**config.mk**
```make
export PLATFORM = sky130hd
export DESIGN_NAME = ies_seq
export DESIGN_NICKNAME = d
export VERILOG_FILES = /design/src/ies_pkg.sv /design/src/ies_seq.sv /design/src/ies_pick.sv
export SDC_FILE = /design/constraint.sdc
export NUM_CORES = 1
export LEC_CHECK = 0
export BUFFER_PORTS_ARGS = -buffer_cell sky130_fd_sc_hd__clkbuf_2
export CORE_ASPECT_RATIO = 0.8
export CORE_MARGIN = 3
export CORE_UTILIZATION = 51
export CTS_CLUSTER_DIAMETER = 60
export CTS_CLUSTER_SIZE = 8
export DETAILED_ROUTE_END_ITERATION = 12
export PLACE_DENSITY = 0.77
export SLEW_MARGIN = 20
export SYNTH_ARGS = -nofsm -noshare
export SYNTH_HDL_FRONTEND = slang
export SYNTH_SLANG_ARGS = --single-unit
```
**constraint.sdc**
```tcl
create_clock -name clk_sys -period 8.61 [get_ports clk_sys]
set_clock_uncertainty 0.15 [all_clocks]
set_input_delay 1.2915 -clock clk_sys [delete_from_list [all_inputs] [get_ports clk_sys]]
set_output_delay 1.2915 -clock clk_sys [all_outputs]
set_load 0.05 [all_outputs]
```
**src/ies_pkg.sv**
```systemverilog
// Constants, states and carrier structs of the interrupt return and exception sequencer
package ies_pkg;

    localparam int NUM_IRQ = 8;

    // Register byte offsets on the Wishbone slave
    localparam logic [7:0] OFS_FLAGS    = 8'h00;
    localparam logic [7:0] OFS_REQ      = 8'h04;
    localparam logic [7:0] OFS_REQ_SET  = 8'h08;
    localparam logic [7:0] OFS_ENABLE   = 8'h0C;
    localparam logic [7:0] OFS_PC_LIMIT = 8'h10;
    localparam logic [7:0] OFS_SYS_EXC  = 8'h14;

    // Field positions
    localparam int FLAG_MIE   = 0;
    localparam int FLAG_CHAIN = 1;
    localparam int SYS_PCF    = 0;

    // Reset values
    localparam logic [7:0]  RST_FLAGS    = 8'h00;
    localparam logic [7:0]  RST_REQ      = 8'h00;
    localparam logic [7:0]  RST_ENABLE   = 8'h00;
    localparam logic [31:0] RST_PC_LIMIT = 32'hFFFF_FFFF;

    // Vector quads and stack layout
    localparam logic [31:0] EXC_VECTOR   = 32'h0000_0008;
    localparam logic [31:0] IRQ_VEC_BASE = 32'h0000_0010;
    localparam logic [7:0]  PAD_BYTE     = 8'h00;
    localparam logic [2:0]  PAD_STEP     = 3'h1;
    localparam logic [2:0]  PUSH_LAST    = 3'h5;
    localparam logic [2:0]  QUAD_LAST    = 3'h3;
    localparam logic [31:0] SP_ONE       = 32'h0000_0001;
    localparam logic [31:0] SP_POP_PAD   = 32'h0000_0002;

    typedef enum logic [5:0] {
        ST_IDLE  = 6'b000001,
        ST_PUSH  = 6'b000010,
        ST_VEC   = 6'b000100,
        ST_POP   = 6'b001000,
        ST_FLAGS = 6'b010000,
        ST_DONE  = 6'b100000
    } ies_state_t;

    typedef struct packed {
        logic        cyc;
        logic        stb;
        logic        we;
        logic [7:0]  adr;
        logic [3:0]  sel;
        logic [31:0] dat;
    } ies_wb_in_t;

    typedef struct packed {
        logic        ack;
        logic [31:0] dat;
    } ies_wb_out_t;

    typedef struct packed {
        logic        boundary;
        logic        return_from_interrupt;
        logic        ei;
        logic        di;
        logic        fetch;
        logic        exc_raise;
        logic [31:0] fetch_pc;
        logic [31:0] ret_pc;
        logic [31:0] sp;
    } ies_cmd_t;

    typedef struct packed {
        logic        req;
        logic        we;
        logic [31:0] addr;
        logic [7:0]  wdata;
    } ies_mem_t;

    typedef struct packed {
        logic        done;
        logic        busy;
        logic [31:0] pc;
        logic [31:0] sp;
    } ies_res_t;

endpackage : ies_pkg

```
**src/ies_seq.sv**
```systemverilog
// Interrupt return, chaining and system exception sequencer with Wishbone registers
//
// Design decisions made here: the Wishbone interface to the registers and the register addresses.
module ies_seq (
    input  wire logic                         clk_sys, // System clock
    input  wire logic                         rst,     // Async reset, active high
    input  wire ies_pkg::ies_wb_in_t          wb_i,    // Wishbone request
    output ies_pkg::ies_wb_out_t              wb_o,    // Wishbone answer
    input  wire ies_pkg::ies_cmd_t            cmd,     // CPU commands
    output ies_pkg::ies_res_t                 res,     // Sequence result
    output ies_pkg::ies_mem_t                 mem_o,   // Byte memory request
    input  wire logic                         mem_ack, // Memory done pulse
    input  wire logic [7:0]                   mem_rd,  // Memory read byte
    input  wire logic [ies_pkg::NUM_IRQ-1:0]  irq_hw,  // Controller requests
    output logic [7:0]                        flags_o, // Flags register
    output logic [ies_pkg::NUM_IRQ-1:0]       req_o    // Request register
);

    typedef struct packed {
        ies_pkg::ies_state_t state;
        logic [2:0]          cnt;
        logic                is_exc;
        logic [31:0]         sp_w;
        logic [31:0]         pc_w;
        logic [31:0]         vec_a;
        logic [7:0]          flags;
        logic [7:0]          req;
        logic [7:0]          en;
        logic [31:0]         pc_lim;
        logic                pcf;
        logic                exc_pend;
        logic                wb_ack;
        logic [31:0]         wb_dat;
        ies_pkg::ies_mem_t   mem;
        logic                done;
        logic                busy;
        logic [31:0]         out_pc;
        logic [31:0]         out_sp;
    } ies_st_t;

    ies_st_t r_reg;
    ies_st_t r_next;

    logic       pick_any;
    logic [2:0] pick_idx;
    logic [7:0] pick_hot;
    logic       wb_hit;
    logic       wb_wr;
    logic       fault_ev;
    logic [7:0] push_byte;
    logic [31:0] pick_vec;

    ies_pick u_pick (
        .pend   (r_reg.req & r_reg.en),
        .any    (pick_any),
        .idx    (pick_idx),
        .onehot (pick_hot)
    );

    assign wb_hit   = wb_i.cyc & wb_i.stb & ~r_reg.wb_ack;
    assign wb_wr    = wb_hit & wb_i.we;
    assign pick_vec = ies_pkg::IRQ_VEC_BASE + {27'h0, pick_idx, 2'b00};
    assign fault_ev = cmd.fetch & (cmd.fetch_pc > r_reg.pc_lim) & ~r_reg.pcf;

    always_comb begin
        case (r_reg.cnt)
            3'h0:    push_byte = r_reg.flags;
            3'h1:    push_byte = ies_pkg::PAD_BYTE;
            3'h2:    push_byte = r_reg.pc_w[7:0];
            3'h3:    push_byte = r_reg.pc_w[15:8];
            3'h4:    push_byte = r_reg.pc_w[23:16];
            default: push_byte = r_reg.pc_w[31:24];
        endcase
    end

    always_comb begin
        logic [7:0] set_req;
        logic [7:0] clr_req;
        logic       clr_pcf;
        set_req = irq_hw;
        clr_req = 8'h00;
        clr_pcf = 1'b0;
        r_next  = r_reg;
        r_next.wb_ack = 1'b0;
        r_next.done   = 1'b0;

        // Register slave, software effects first, sequencer overrides below
        if (wb_hit) begin
            r_next.wb_ack = 1'b1;
            r_next.wb_dat = 32'h0000_0000;
            case ({wb_i.adr[7:2], 2'b00})
                ies_pkg::OFS_FLAGS: begin
                    r_next.wb_dat = {24'h000000, r_reg.flags};
                    if (wb_wr && wb_i.sel[0]) begin
                        r_next.flags = wb_i.dat[7:0];
                    end
                end
                ies_pkg::OFS_REQ: begin
                    r_next.wb_dat = {24'h000000, r_reg.req};
                    if (wb_wr && wb_i.sel[0]) begin
                        clr_req = wb_i.dat[7:0];
                    end
                end
                ies_pkg::OFS_REQ_SET: begin
                    r_next.wb_dat = {24'h000000, r_reg.req};
                    if (wb_wr && wb_i.sel[0]) begin
                        set_req = irq_hw | wb_i.dat[7:0];
                    end
                end
                ies_pkg::OFS_ENABLE: begin
                    r_next.wb_dat = {24'h000000, r_reg.en};
                    if (wb_wr && wb_i.sel[0]) begin
                        r_next.en = wb_i.dat[7:0];
                    end
                end
                ies_pkg::OFS_PC_LIMIT: begin
                    r_next.wb_dat = r_reg.pc_lim;
                    for (int b = 0; b < 4; b++) begin
                        if (wb_wr && wb_i.sel[b]) begin
                            r_next.pc_lim[8*b +: 8] = wb_i.dat[8*b +: 8];
                        end
                    end
                end
                ies_pkg::OFS_SYS_EXC: begin
                    r_next.wb_dat = {31'h0, r_reg.pcf};
                    if (wb_wr && wb_i.sel[0]) begin
                        clr_pcf = wb_i.dat[ies_pkg::SYS_PCF];
                    end
                end
                default: r_next.wb_dat = 32'h0000_0000;
            endcase
        end

        case (r_reg.state)
            ies_pkg::ST_IDLE: begin
                if (cmd.boundary && r_reg.exc_pend) begin
                    // Not gated by any enable
                    r_next.state    = ies_pkg::ST_PUSH;
                    r_next.is_exc   = 1'b1;
                    r_next.exc_pend = 1'b0;
                    r_next.cnt      = 3'h0;
                    r_next.sp_w     = cmd.sp;
                    r_next.pc_w     = cmd.ret_pc;
                    r_next.vec_a    = ies_pkg::EXC_VECTOR;
                end else if (cmd.boundary && cmd.return_from_interrupt) begin
                    r_next.cnt  = 3'h0;
                    r_next.sp_w = cmd.sp;
                    if (r_reg.flags[ies_pkg::FLAG_CHAIN] && pick_any) begin
                        r_next.state = ies_pkg::ST_VEC;
                        r_next.is_exc = 1'b0;
                        r_next.vec_a = pick_vec;
                        r_next.flags[ies_pkg::FLAG_MIE] = 1'b0;
                        clr_req = clr_req | pick_hot;
                    end else begin
                        r_next.state = ies_pkg::ST_POP;
                    end
                end else if (cmd.boundary && r_reg.flags[ies_pkg::FLAG_MIE] && pick_any) begin
                    r_next.state  = ies_pkg::ST_PUSH;
                    r_next.is_exc = 1'b0;
                    r_next.cnt    = 3'h0;
                    r_next.sp_w   = cmd.sp;
                    r_next.pc_w   = cmd.ret_pc;
                    r_next.vec_a  = pick_vec;
                    clr_req = clr_req | pick_hot;
                end else if (cmd.boundary && cmd.ei) begin
                    r_next.flags[ies_pkg::FLAG_MIE] = 1'b1;
                end else if (cmd.boundary && cmd.di) begin
                    r_next.flags[ies_pkg::FLAG_MIE] = 1'b0;
                end
            end
            ies_pkg::ST_PUSH: begin
                if (r_reg.cnt == ies_pkg::PAD_STEP && r_reg.is_exc) begin
                    // Pad slot left untouched, pointer still moves
                    r_next.sp_w = r_reg.sp_w - ies_pkg::SP_ONE;
                    r_next.cnt  = r_reg.cnt + 3'h1;
                end else if (!r_reg.mem.req) begin
                    r_next.mem.req   = 1'b1;
                    r_next.mem.we    = 1'b1;
                    r_next.mem.addr  = r_reg.sp_w - ies_pkg::SP_ONE;
                    r_next.mem.wdata = push_byte;
                end else if (mem_ack) begin
                    r_next.mem.req = 1'b0;
                    r_next.mem.we  = 1'b0;
                    r_next.sp_w    = r_reg.sp_w - ies_pkg::SP_ONE;
                    r_next.cnt     = r_reg.cnt + 3'h1;
                    if (r_reg.cnt == 3'h0) begin
                        r_next.flags[ies_pkg::FLAG_CHAIN] = r_reg.flags[ies_pkg::FLAG_MIE];
                    end
                    if (r_reg.cnt == ies_pkg::PUSH_LAST) begin
                        r_next.state = ies_pkg::ST_VEC;
                        r_next.cnt   = 3'h0;
                        if (!r_reg.is_exc) begin
                            r_next.flags[ies_pkg::FLAG_MIE] = 1'b0;
                        end
                    end
                end
            end
            ies_pkg::ST_VEC: begin
                if (!r_reg.mem.req) begin
                    r_next.mem.req  = 1'b1;
                    r_next.mem.we   = 1'b0;
                    r_next.mem.addr = r_reg.vec_a + {29'h0, r_reg.cnt};
                end else if (mem_ack) begin
                    r_next.mem.req = 1'b0;
                    r_next.pc_w    = {r_reg.pc_w[23:0], mem_rd};
                    r_next.cnt     = r_reg.cnt + 3'h1;
                    if (r_reg.cnt == ies_pkg::QUAD_LAST) begin
                        r_next.state = ies_pkg::ST_DONE;
                    end
                end
            end
            ies_pkg::ST_POP: begin
                if (!r_reg.mem.req) begin
                    r_next.mem.req  = 1'b1;
                    r_next.mem.we   = 1'b0;
                    r_next.mem.addr = r_reg.sp_w;
                end else if (mem_ack) begin
                    r_next.mem.req = 1'b0;
                    r_next.pc_w    = {r_reg.pc_w[23:0], mem_rd};
                    r_next.sp_w    = r_reg.sp_w + ies_pkg::SP_ONE;
                    r_next.cnt     = r_reg.cnt + 3'h1;
                    if (r_reg.cnt == ies_pkg::QUAD_LAST) begin
                        r_next.sp_w  = r_reg.sp_w + ies_pkg::SP_POP_PAD;
                        r_next.state = ies_pkg::ST_FLAGS;
                    end
                end
            end
            ies_pkg::ST_FLAGS: begin
                if (!r_reg.mem.req) begin
                    r_next.mem.req  = 1'b1;
                    r_next.mem.we   = 1'b0;
                    r_next.mem.addr = r_reg.sp_w;
                end else if (mem_ack) begin
                    r_next.mem.req = 1'b0;
                    r_next.flags   = mem_rd;
                    r_next.sp_w    = r_reg.sp_w + ies_pkg::SP_ONE;
                    r_next.state   = ies_pkg::ST_DONE;
                end
            end
            ies_pkg::ST_DONE: begin
                r_next.done   = 1'b1;
                r_next.out_pc = r_reg.pc_w;
                r_next.out_sp = r_reg.sp_w;
                r_next.state  = ies_pkg::ST_IDLE;
            end
            default: r_next.state = ies_pkg::ST_IDLE;
        endcase

        // Hardware sets win over software clears
        r_next.req      = (r_reg.req & ~clr_req) | set_req;
        r_next.pcf      = (r_reg.pcf & ~clr_pcf) | fault_ev;
        r_next.exc_pend = r_next.exc_pend | fault_ev | cmd.exc_raise;
        r_next.busy     = (r_next.state != ies_pkg::ST_IDLE);
    end

    always_ff @(posedge clk_sys or posedge rst) begin
        if (rst) begin
            r_reg        <= '0;
            r_reg.state  <= ies_pkg::ST_IDLE;
            r_reg.flags  <= ies_pkg::RST_FLAGS;
            r_reg.req    <= ies_pkg::RST_REQ;
            r_reg.en     <= ies_pkg::RST_ENABLE;
            r_reg.pc_lim <= ies_pkg::RST_PC_LIMIT;
        end else begin
            r_reg <= r_next;
        end
    end

    assign wb_o    = '{ack: r_reg.wb_ack, dat: r_reg.wb_dat};
    assign mem_o   = r_reg.mem;
    assign res     = '{done: r_reg.done, busy: r_reg.busy, pc: r_reg.out_pc, sp: r_reg.out_sp};
    assign flags_o = r_reg.flags;
    assign req_o   = r_reg.req;

    logic push_ack;
    logic return_from_interrupt_chain;
    assign push_ack   = (r_reg.state == ies_pkg::ST_PUSH) && r_reg.mem.req && mem_ack;
    assign return_from_interrupt_chain = (r_reg.state == ies_pkg::ST_IDLE) && cmd.boundary && !r_reg.exc_pend
                        && cmd.return_from_interrupt && r_reg.flags[ies_pkg::FLAG_CHAIN] && pick_any;
endmodule : ies_seq

```
**src/ies_pick.sv**
```systemverilog
// Fixed-priority picker: lowest index wins
module ies_pick (
    input  wire logic [ies_pkg::NUM_IRQ-1:0] pend,   // Enabled pending requests
    output logic                             any,    // At least one pending
    output logic [2:0]                       idx,    // Winning index
    output logic [ies_pkg::NUM_IRQ-1:0]      onehot  // Winning bit
);

    logic [ies_pkg::NUM_IRQ:0] seen;

    assign seen[0] = 1'b0;

    genvar i;
    generate
        for (i = 0; i < ies_pkg::NUM_IRQ; i++) begin : g_bit
            assign seen[i+1]  = seen[i] | pend[i];
            assign onehot[i]  = pend[i] & ~seen[i];
        end
    endgenerate

    assign any = seen[ies_pkg::NUM_IRQ];

    always_comb begin
        idx = 3'h0;
        for (int k = 0; k < ies_pkg::NUM_IRQ; k++) begin
            if (onehot[k]) begin
                idx = 3'(k);
            end
        end
    end

endmodule : ies_pick

```
==> results of run 1 <==
## cells by family (layout without fill, tap and decap cells)
| group | count (synthesis) | in the layout | synth area share, % |
|---|---|---|---|
| compound gates | 493 | 493 | 19.72 |
| other cells | 0 | 1 | 0 |
| fa+ha+maj | 43 | 43 | 3.210 |
| xor+xnor | 16 | 16 | 0.8360 |
| flops | 277 | 277 | 41.60 |
| buf+inv | 342 | 467 | 11.44 |
| simple gates | 627 | 627 | 17.82 |
| mux | 81 | 81 | 5.367 |
## placed cells by master (no fill, tap or decap), types with 51 or more instances in the layout
cell type  instances
nor2_1           141
dfrtp_1          244
mux2_2            71
a21oi_1          144
clkbuf_2         322
inv_1             58
nand2_1          227
o21ai_0           87
a22oi_1           51
nand3_1           58
## routing by layer
layer / part of all wire [%] / vias up / GRT usage [%] / wire length, um
li1: - / 6890 / - / -
met1: 41 / 7431 / 41.05 / 21850
met2: 46 / 869 / 45.44 / 24400
met3: 9.4 / 124 / 5.346 / 4963
met4: 3.4 / 0 / 10.83 / 1828
met5: 0 / - / 0 / 0
## worst min path at each step
stage              from  endpoint
2_1_floorplan  wb_o[10]  wb_o[10]
3_3_place_gp   wb_o[28]  wb_o[28]
3_5_place_dp   wb_o[31]  wb_o[31]
4_1_cts        wb_o[18]  wb_o[18]
5_1_grt        wb_o[18]  wb_o[18]
6_report       wb_o[27]  wb_o[27]
## metrics by stage
step	instance area, um^2	total power [mW]	instances
3_5_place_dp	17420	4.032	2361
5_1_grt	18670	5.908	2425
4_1_cts	18660	5.598	2424
2_1_floorplan	16760	3.560	1879
3_3_place_gp	17420	3.976	2361
6_report	18670	5.624	2425
## power breakdown
group          total (mW)  internal, mW  switching (mW)
clock network        1.55         0.942           0.609
logic                2.02         0.624            1.40
registers            2.05          1.59           0.467
## worst min-delay path, cell delays in order (launching register included)
cell     delay, ns
dfrtp_1       0.34
nand2_1       0.05
nand2_1       0.05
## area by class of cell
type                       count  share of cell area, %
multi-input combinational   1260                  42.36
tap                          420                  2.814
timing repair buffer         344                  9.602
antenna                        1                0.01340
clock buffer                  57                  6.044
inverter                      60                  1.226
sequential                   277                  37.34
clock inverter                 6                 0.5964
==> tab_implementation.tex, run 1 <==
\begin{tabular}{lr}
\hline
Metric & Value \\
\hline
\multicolumn{2}{l}{\textbf{Status}} \\
Status & complete, no violations \\
\multicolumn{2}{l}{\textbf{Clock network}} \\
Clock root buffer master & clkbuf\_16 \\
Total of hold buffers inserted after clock tree synthesis & 0 \\
Total clock buffers created by CTS & 42 \\
Number of buffers added for setup after CTS & 0 \\
Clock sink count & 277 \\
Clock edge transition at the registers on the reported setup and hold paths & 0.05 ns \\
Deepest clock path buffer count & 3 \\
TritonCTS clock tree & done \\
Gates resized, CTS repair & 0 \\
Insertion delay to the later sink of the worst-skew pair & 0.56 ns \\
H-tree levels & 2 \\
\multicolumn{2}{l}{\textbf{Routing}} \\
Iteration count of the initial detailed-routing pass & 8 \\
DR vias/cell & 6.315 \\
Average detailed-routed wire length per instance & 21.88 um \\
Wire length after detailed routing & 53050 um \\
Antenna Nets Post-Route & 0 \\
Number of DRC markers in iteration 0 & 1709 \\
Remaining design rule violation count & 0 \\
Detailed-route via count & 15314 \\
\multicolumn{2}{l}{\textbf{Critical path}} \\
Capturing point of the worst reg2reg path & r\_reg[275] \\
Biggest fanout along the worst timing path & 33 \\
Data required time of the worst path & 8.89 ns \\
Critical path origin & r\_reg[303] \\
Cells on worst reg2reg path & 8 \\
Worst setup path category & flip-flop to flip-flop \\
Gate family responsible for the most delay along the worst path & simple AND/OR/NAND/NOR gates \\
Startpoint class of the critical path & flip-flop \\
Most prevalent standard cell on the critical path & buf\_4 \\
Arr. time, crit path & 4.32 ns \\
CP cell instances & nor4\_1 > nor3b\_4 > buf\_4 > nor3\_2 > a21oi\_2 > buf\_4 > o21ai\_0 > a221o\_1 \\
Worst reg2reg setup slack & 4.57 ns \\
Worst Setup EP & r\_reg[275] \\
Number of stages on the worst setup path & 8 \\
Crit. End Element & flip-flop \\
Crit path largest cell delay & 0.71 ns \\
Critical Path Slowest Stage Cell & nor4\_1 \\
Worst r2r src & r\_reg[303] \\
CP Buf/Inv Count & 2 \\
\multicolumn{2}{l}{\textbf{Timing}} \\
Worst setup slack after layout & 4.566 ns \\
Final-layout setup total negative slack & 0 ns \\
Worst max-slew margin expressed relative to the limit & 24.85\% \\
Worst hold slack across all endpoints & 0.3145 ns \\
Ratio of final minimum period to clock period & 46.97\% \\
Setup repair after global routing missed its margin & no \\
Final period demand of the worst path & 4.044 ns \\
Hold violation count in the final report & 0 \\
Count of pins over their slew limit & 0 \\
Actual transition at the worst max-transition pin & 1.119 ns \\
Final setup vio count & 0 \\
Maximum operating frequency & 0.2473 GHz \\
\multicolumn{2}{l}{\textbf{Floorplanning}} \\
Placeable core area & 31930 um\^{}2 \\
Starting density of the core & 52.49\% \\
Number of top-level design ports & 325 \\
Rows & 58 \\
Die width & 208.7 um \\
Full die area & 35090 um\^{}2 \\
Die span in y & 168.1 um \\
\multicolumn{2}{l}{\textbf{Global routing}} \\
Leftover overflow at the end of global routing & 0 \\
Wire length of the first global-routing pass & 82610 um \\
Antenna violations before repair & 1 \\
Largest net degree at the start of global routing & 133 \\
Vias in the first global route & 14514 \\
Total global routing track utilization & 29.20\% \\
\multicolumn{2}{l}{\textbf{Power and ir drop}} \\
Leakage power & 8.662 nW \\
Pwr dens & 301.2 nW/um\^{}2 \\
Worst IR Drop VDD & 155.2 uV \\
\multicolumn{2}{l}{\textbf{Cells and area}} \\
Area growth from synthesis to layout & 11.41\% \\
Sequential cell area in the final layout & 6973 um\^{}2 \\
Layout net count & 2196 \\
Combined area of the multi-input logic cells & 7910 um\^{}2 \\
Max FFs per register & 120 \\
Fill cell count & 2809 \\
Fraction of the core area covered by cells at the end of the flow & 58.48\% \\
Fraction of layout instances using a drive strength above 1 & 26.50\% \\
\multicolumn{2}{l}{\textbf{Worst hold path}} \\
Classification of the worst-slack hold path & flip-flop to flip-flop \\
Instance count along the most critical hold path & 2 \\
\multicolumn{2}{l}{\textbf{Synth}} \\
Distinct cells, synth & 82 \\
Number of synthesized register bits & 277 \\
Synth cell count leaders & dfrtp\_1 (244), nand2\_1 (227), buf\_4 (158) \\
Synthesized netlist cell count & 1879 \\
Cell taking the most area after synthesis & dfrtp\_1 \\
Portion of synthesized cell area occupied by the leading cell type & 36.43\% \\
Most instantiated library cell after synthesis & dfrtp\_1 \\
Synth top area cells & dfrtp\_1 (36\%), buf\_4 (7.1\%), dfstp\_2 (5.2\%) \\
Post-synthesis average cell area & 8.920 um\^{}2 \\
Synth warn & 0 \\
Total nets after synthesis & 2090 \\
EDFF count, synth & 0 \\
Share of synthesized registers carrying an async set or reset & 100.0\% \\
Sequential fraction of the synthesis area & 41.60\% \\
Synthesized area & 16760 um\^{}2 \\
Leading register cell type out of synthesis & dfrtp\_1 \\
\multicolumn{2}{l}{\textbf{Placement}} \\
Worst slack at placement & 4.600 ns \\
Port Buf Inserts & 322 \\
Detail Placement HPWL & 37630 um \\
Final estimated routing congestion in global placement & 0.9392 \\
\multicolumn{2}{l}{\textbf{Run}} \\
Max-cap viol count & 0 \\
\hline
\end{tabular}
No activity file was read; power rests on OpenSTA's default activity.
==> run 2, diff against run 1 <==
ABC_AREA = 1   (was default)
CORE_UTILIZATION = 57   (was 51)
PLACE_DENSITY = 0.81   (was 0.77)
clock period = 4.1 ns   (was 8.61 ns; I/O delays follow)
==> run 2 against run 1 <==
  * Maximum frequency rose by 20%
  * Clock power up 100%
  * Worst hold slack worse by 0.19 ns
  * Global-route usage up 8.3 points
  * Register-to-register slack worse by 3.8 ns
  * Critical path type unchanged
  * Critical endpoint unchanged
==> tab_implementation.tex, run 2 <==
\begin{tabular}{lr}
\hline
Metric & Value \\
\hline
\multicolumn{2}{l}{\textbf{Status}} \\
Status & complete, no violations (unchanged) \\
\multicolumn{2}{l}{\textbf{Cells and area}} \\
Top library cells by usage in the layout, fill and taps aside & nand2\_1 (717), clkbuf\_2 (322), dfrtp\_1 (244) (was clkbuf\_2 (322), dfrtp\_1 (244), nand2\_1 (227)) \\
Most common cell after layout, fill and taps aside & nand2\_1 (was clkbuf\_2) \\
Final instance area & 19540 um\^{}2 (was 18670 um\^{}2) \\
Max FFs per register & 120 (unchanged) \\
Antenna Cells & 0 (was 1) \\
Layout net count & 2807 (was 2196) \\
Fraction of layout instances using a drive strength above 1 & 17.40\% (was 26.50\%) \\
Fraction of the core area covered by cells at the end of the flow & 65.31\% (was 58.48\%) \\
Combined area of the multi-input logic cells & 8192 um\^{}2 (was 7910 um\^{}2) \\
Sequential cell area in the final layout & 6973 um\^{}2 (unchanged) \\
Post-route insts no fill & 3026 (was 2425) \\
Fill cell count & 2706 (was 2809) \\
Area growth from synthesis to layout & 10.75\% (was 11.41\%) \\
\multicolumn{2}{l}{\textbf{Synth}} \\
Synthesized netlist cell count & 2465 (was 1879) \\
Synth warn & 0 (unchanged) \\
Main combinational cell family by area after synthesis & simple AND/OR/NAND/NOR gates (was compound AO/OA/AOI/OAI gates) \\
Post-synthesis average cell area & 7.157 um\^{}2 (was 8.920 um\^{}2) \\
Number of synthesized register bits & 277 (unchanged) \\
Post-Synth Simple-Gate Area & 27.58\% (was 17.82\%) \\
Complex-gate fraction of the synthesized area & 14.40\% (was 19.72\%) \\
Distinct cells, synth & 49 (was 82) \\
Synthesized area & 17640 um\^{}2 (was 16760 um\^{}2) \\
Portion of synthesized cell area occupied by the leading cell type & 34.61\% (was 36.43\%) \\
Synth top area cells & dfrtp\_1 (35\%), nand2\_1 (15\%), o21ai\_0 (6.9\%) (was dfrtp\_1 (36\%), buf\_4 (7.1\%), dfstp\_2 (5.2\%)) \\
Most instantiated library cell after synthesis & nand2\_1 (was dfrtp\_1) \\
Total nets after synthesis & 2676 (was 2090) \\
Leading register cell type out of synthesis & dfrtp\_1 (unchanged) \\
EDFF count, synth & 0 (unchanged) \\
Adder-cell area share of the yosys netlist & 3.050\% (was 3.210\%) \\
Cell taking the most area after synthesis & dfrtp\_1 (unchanged) \\
Share of synthesized registers carrying an async set or reset & 100.0\% (unchanged) \\
Post-synthesis xor/xnor area fraction & 1.390\% (was 0.8361\%) \\
Proportion of synthesized area in mux cells & 0\% (was 5.367\%) \\
Synth cell count leaders & nand2\_1 (718), dfrtp\_1 (244), o21ai\_0 (242) (was dfrtp\_1 (244), nand2\_1 (227), buf\_4 (158)) \\
Sequential fraction of the synthesis area & 39.52\% (was 41.60\%) \\
\multicolumn{2}{l}{\textbf{Clock network}} \\
Total of hold buffers inserted after clock tree synthesis & 1 (was 0) \\
Total clock buffers created by CTS & 41 (was 42) \\
Insertion delay to the later sink of the worst-skew pair & 0.55 ns (was 0.56 ns) \\
Clock root buffer master & clkbuf\_16 (unchanged) \\
Number of buffers added for setup after CTS & 0 (unchanged) \\
Deepest clock path buffer count & 3 (unchanged) \\
Gates resized, CTS repair & 0 (unchanged) \\
Clock edge transition at the registers on the reported setup and hold paths & 0.05 ns (about the same) \\
Clock sink count & 277 (unchanged) \\
TritonCTS clock tree & done (unchanged) \\
H-tree levels & 2 (unchanged) \\
\multicolumn{2}{l}{\textbf{Routing}} \\
Number of DRC markers in iteration 0 & 2190 (was 1709) \\
Remaining design rule violation count & 0 (unchanged) \\
DR vias/cell & 5.916 (was 6.315) \\
Detailed-route via count & 17901 (was 15314) \\
Wire length after detailed routing & 63030 um (was 53050 um) \\
Antenna Nets Post-Route & 0 (unchanged) \\
Average detailed-routed wire length per instance & 20.83 um (was 21.88 um) \\
Iteration count of the initial detailed-routing pass & 8 (unchanged) \\
\multicolumn{2}{l}{\textbf{Power and ir drop}} \\
Worst IR Drop VDD & 290.7 uV (was 155.2 uV) \\
Total power draw & 11.91 mW (was 5.624 mW) \\
Leakage power & 9.990 nW (was 8.662 nW) \\
Pwr dens & 609.4 nW/um\^{}2 (was 301.2 nW/um\^{}2) \\
\multicolumn{2}{l}{\textbf{Critical path}} \\
Cells on worst reg2reg path & 11 (was 8) \\
Critical path origin & r\_reg[263] (was r\_reg[303]) \\
Biggest fanout along the worst timing path & 13 (was 33) \\
Startpoint class of the critical path & flip-flop (unchanged) \\
Data required time of the worst path & 4.39 ns (was 8.89 ns) \\
Capturing point of the worst reg2reg path & r\_reg[275] (unchanged) \\
Worst setup path category & flip-flop to flip-flop (unchanged) \\
Worst r2r src & r\_reg[263] (was r\_reg[303]) \\
Crit. End Element & flip-flop (unchanged) \\
Worst reg2reg setup slack & 0.74 ns (was 4.57 ns) \\
Arr. time, crit path & 3.65 ns (was 4.32 ns) \\
Worst Setup EP & r\_reg[275] (unchanged) \\
\multicolumn{2}{l}{\textbf{Placement}} \\
Placed instance count & 2958 (was 2361) \\
Detail Placement HPWL & 47560 um (was 37630 um) \\
Worst slack at placement & 0.9002 ns (was 4.600 ns) \\
Final estimated routing congestion in global placement & 1.028 (was 0.9392) \\
Post-DP Area & 18350 um\^{}2 (was 17420 um\^{}2) \\
Port Buf Inserts & 322 (unchanged) \\
\multicolumn{2}{l}{\textbf{Timing}} \\
Final-layout setup total negative slack & 0 ns (unchanged) \\
Worst setup slack after layout & 0.7404 ns (was 4.566 ns) \\
Worst hold slack across all endpoints & 0.1256 ns (was 0.3145 ns) \\
Count of pins over their slew limit & 0 (unchanged) \\
Worst max-slew margin expressed relative to the limit & 32.15\% (was 24.85\%) \\
Actual transition at the worst max-transition pin & 1.016 ns (was 1.119 ns) \\
Maximum operating frequency & 0.2977 GHz (was 0.2473 GHz) \\
Final period demand of the worst path & 3.360 ns (was 4.044 ns) \\
Hold violation count in the final report & 0 (unchanged) \\
Ratio of final minimum period to clock period & 81.94\% (was 46.97\%) \\
Final setup vio count & 0 (unchanged) \\
Setup repair after global routing missed its margin & no (unchanged) \\
\multicolumn{2}{l}{\textbf{Floorplanning}} \\
Die span in y & 163.4 um (was 168.1 um) \\
Number of top-level design ports & 325 (unchanged) \\
Die width & 202.7 um (was 208.7 um) \\
Full die area & 33110 um\^{}2 (was 35090 um\^{}2) \\
Starting density of the core & 58.97\% (was 52.49\%) \\
Rows & 56 (was 58) \\
Placeable core area & 29920 um\^{}2 (was 31930 um\^{}2) \\
\multicolumn{2}{l}{\textbf{Global routing}} \\
Antenna violations before repair & 3 (was 1) \\
Leftover overflow at the end of global routing & 0 (unchanged) \\
Vias in the first global route & 16529 (was 14514) \\
Largest net degree at the start of global routing & 113 (was 133) \\
Wire length of the first global-routing pass & 95610 um (was 82610 um) \\
Total global routing track utilization & 37.54\% (was 29.20\%) \\
\multicolumn{2}{l}{\textbf{Run}} \\
Max-cap viol count & 0 (unchanged) \\
\multicolumn{2}{l}{\textbf{Worst hold path}} \\
Classification of the worst-slack hold path & input pin to flip-flop (was flip-flop to flip-flop) \\
\hline
\end{tabular}
run 2: cell types whose count changed after synthesis, moves of 29 or more:
cell      delta
nor3_1      -38
o21ai_0    +155
nand2_1    +491
nor4_1      -29
a21oi_1     -48
nand3_1    +137
inv_1      +150
nor2_1      +77
clkbuf_1    -38
mux2_2      -71
a22oi_1     -41
run 2: area by class of cell:
class | count | share of cell area (%)
multi-input cells | 1709 | 41.93
flip-flops and latches | 277 | 35.69
repair buffers | 350 | 9.529
clock buffers | 62 | 5.654
inverters | 217 | 4.214
well taps | 406 | 2.600
clock inverters | 5 | 0.3906
run 2: worst min path at each step:
stage | from | endpoint | slack, ns | cells past startpoint
3_5_place_dp | r_reg[248] | r_reg[248] | 0.32 | 2
4_1_cts | irq_hw[6] | req_o[6] | 0.11 | 3
2_1_floorplan | res[13] | res[13] | 0.29 | 2
5_1_grt | irq_hw[6] | req_o[6] | 0.13 | 3
3_3_place_gp | r_reg[260] | r_reg[260] | 0.31 | 2
6_report | irq_hw[6] | req_o[6] | 0.13 | 3
run 2: power breakdown:
| group | leakage (nW) | total [mW] | switching, mW | internal, mW |
|---|---|---|---|---|
| registers | 3.59 | 4.02 | 0.756 | 3.26 |
| logic | 5.84 | 4.74 | 3.58 | 1.16 |
| clock network | 0.567 | 3.16 | 1.24 | 1.91 |
run 2: kinds of logic (layout without fill, tap and decap cells):
| logic type | count (synthesis) | count (layout) |
|---|---|---|
| buf+inv | 479 | 634 |
| flops | 277 | 277 |
| compound gates | 451 | 451 |
| simple gates | 1187 | 1187 |
| fa+ha+maj | 43 | 43 |
| xor+xnor | 28 | 28 |
run 2: routing by layer:
metal  track usage (%)  vias up  share of wire (%)
li1                  -     8154                  -
met1             57.73     8419                 44
met2             51.77     1197                 40
met3             10.88      125                 14
met4             9.317        6                2.3
met5                 0        -              0.049
run 2: worst max-delay path: stages, from the launching register on:
cell and delay, ns:
dfrtp_1 0.78, ha_1 0.35, inv_1 0.09, nor2_2 0.28, nand2_1 0.25, nor2_2 0.32, xor2_1 0.18, o21ai_0 0.10
nor2_1 0.49, nand2_1 0.11, nand2_1 0.09, nand2_1 0.05
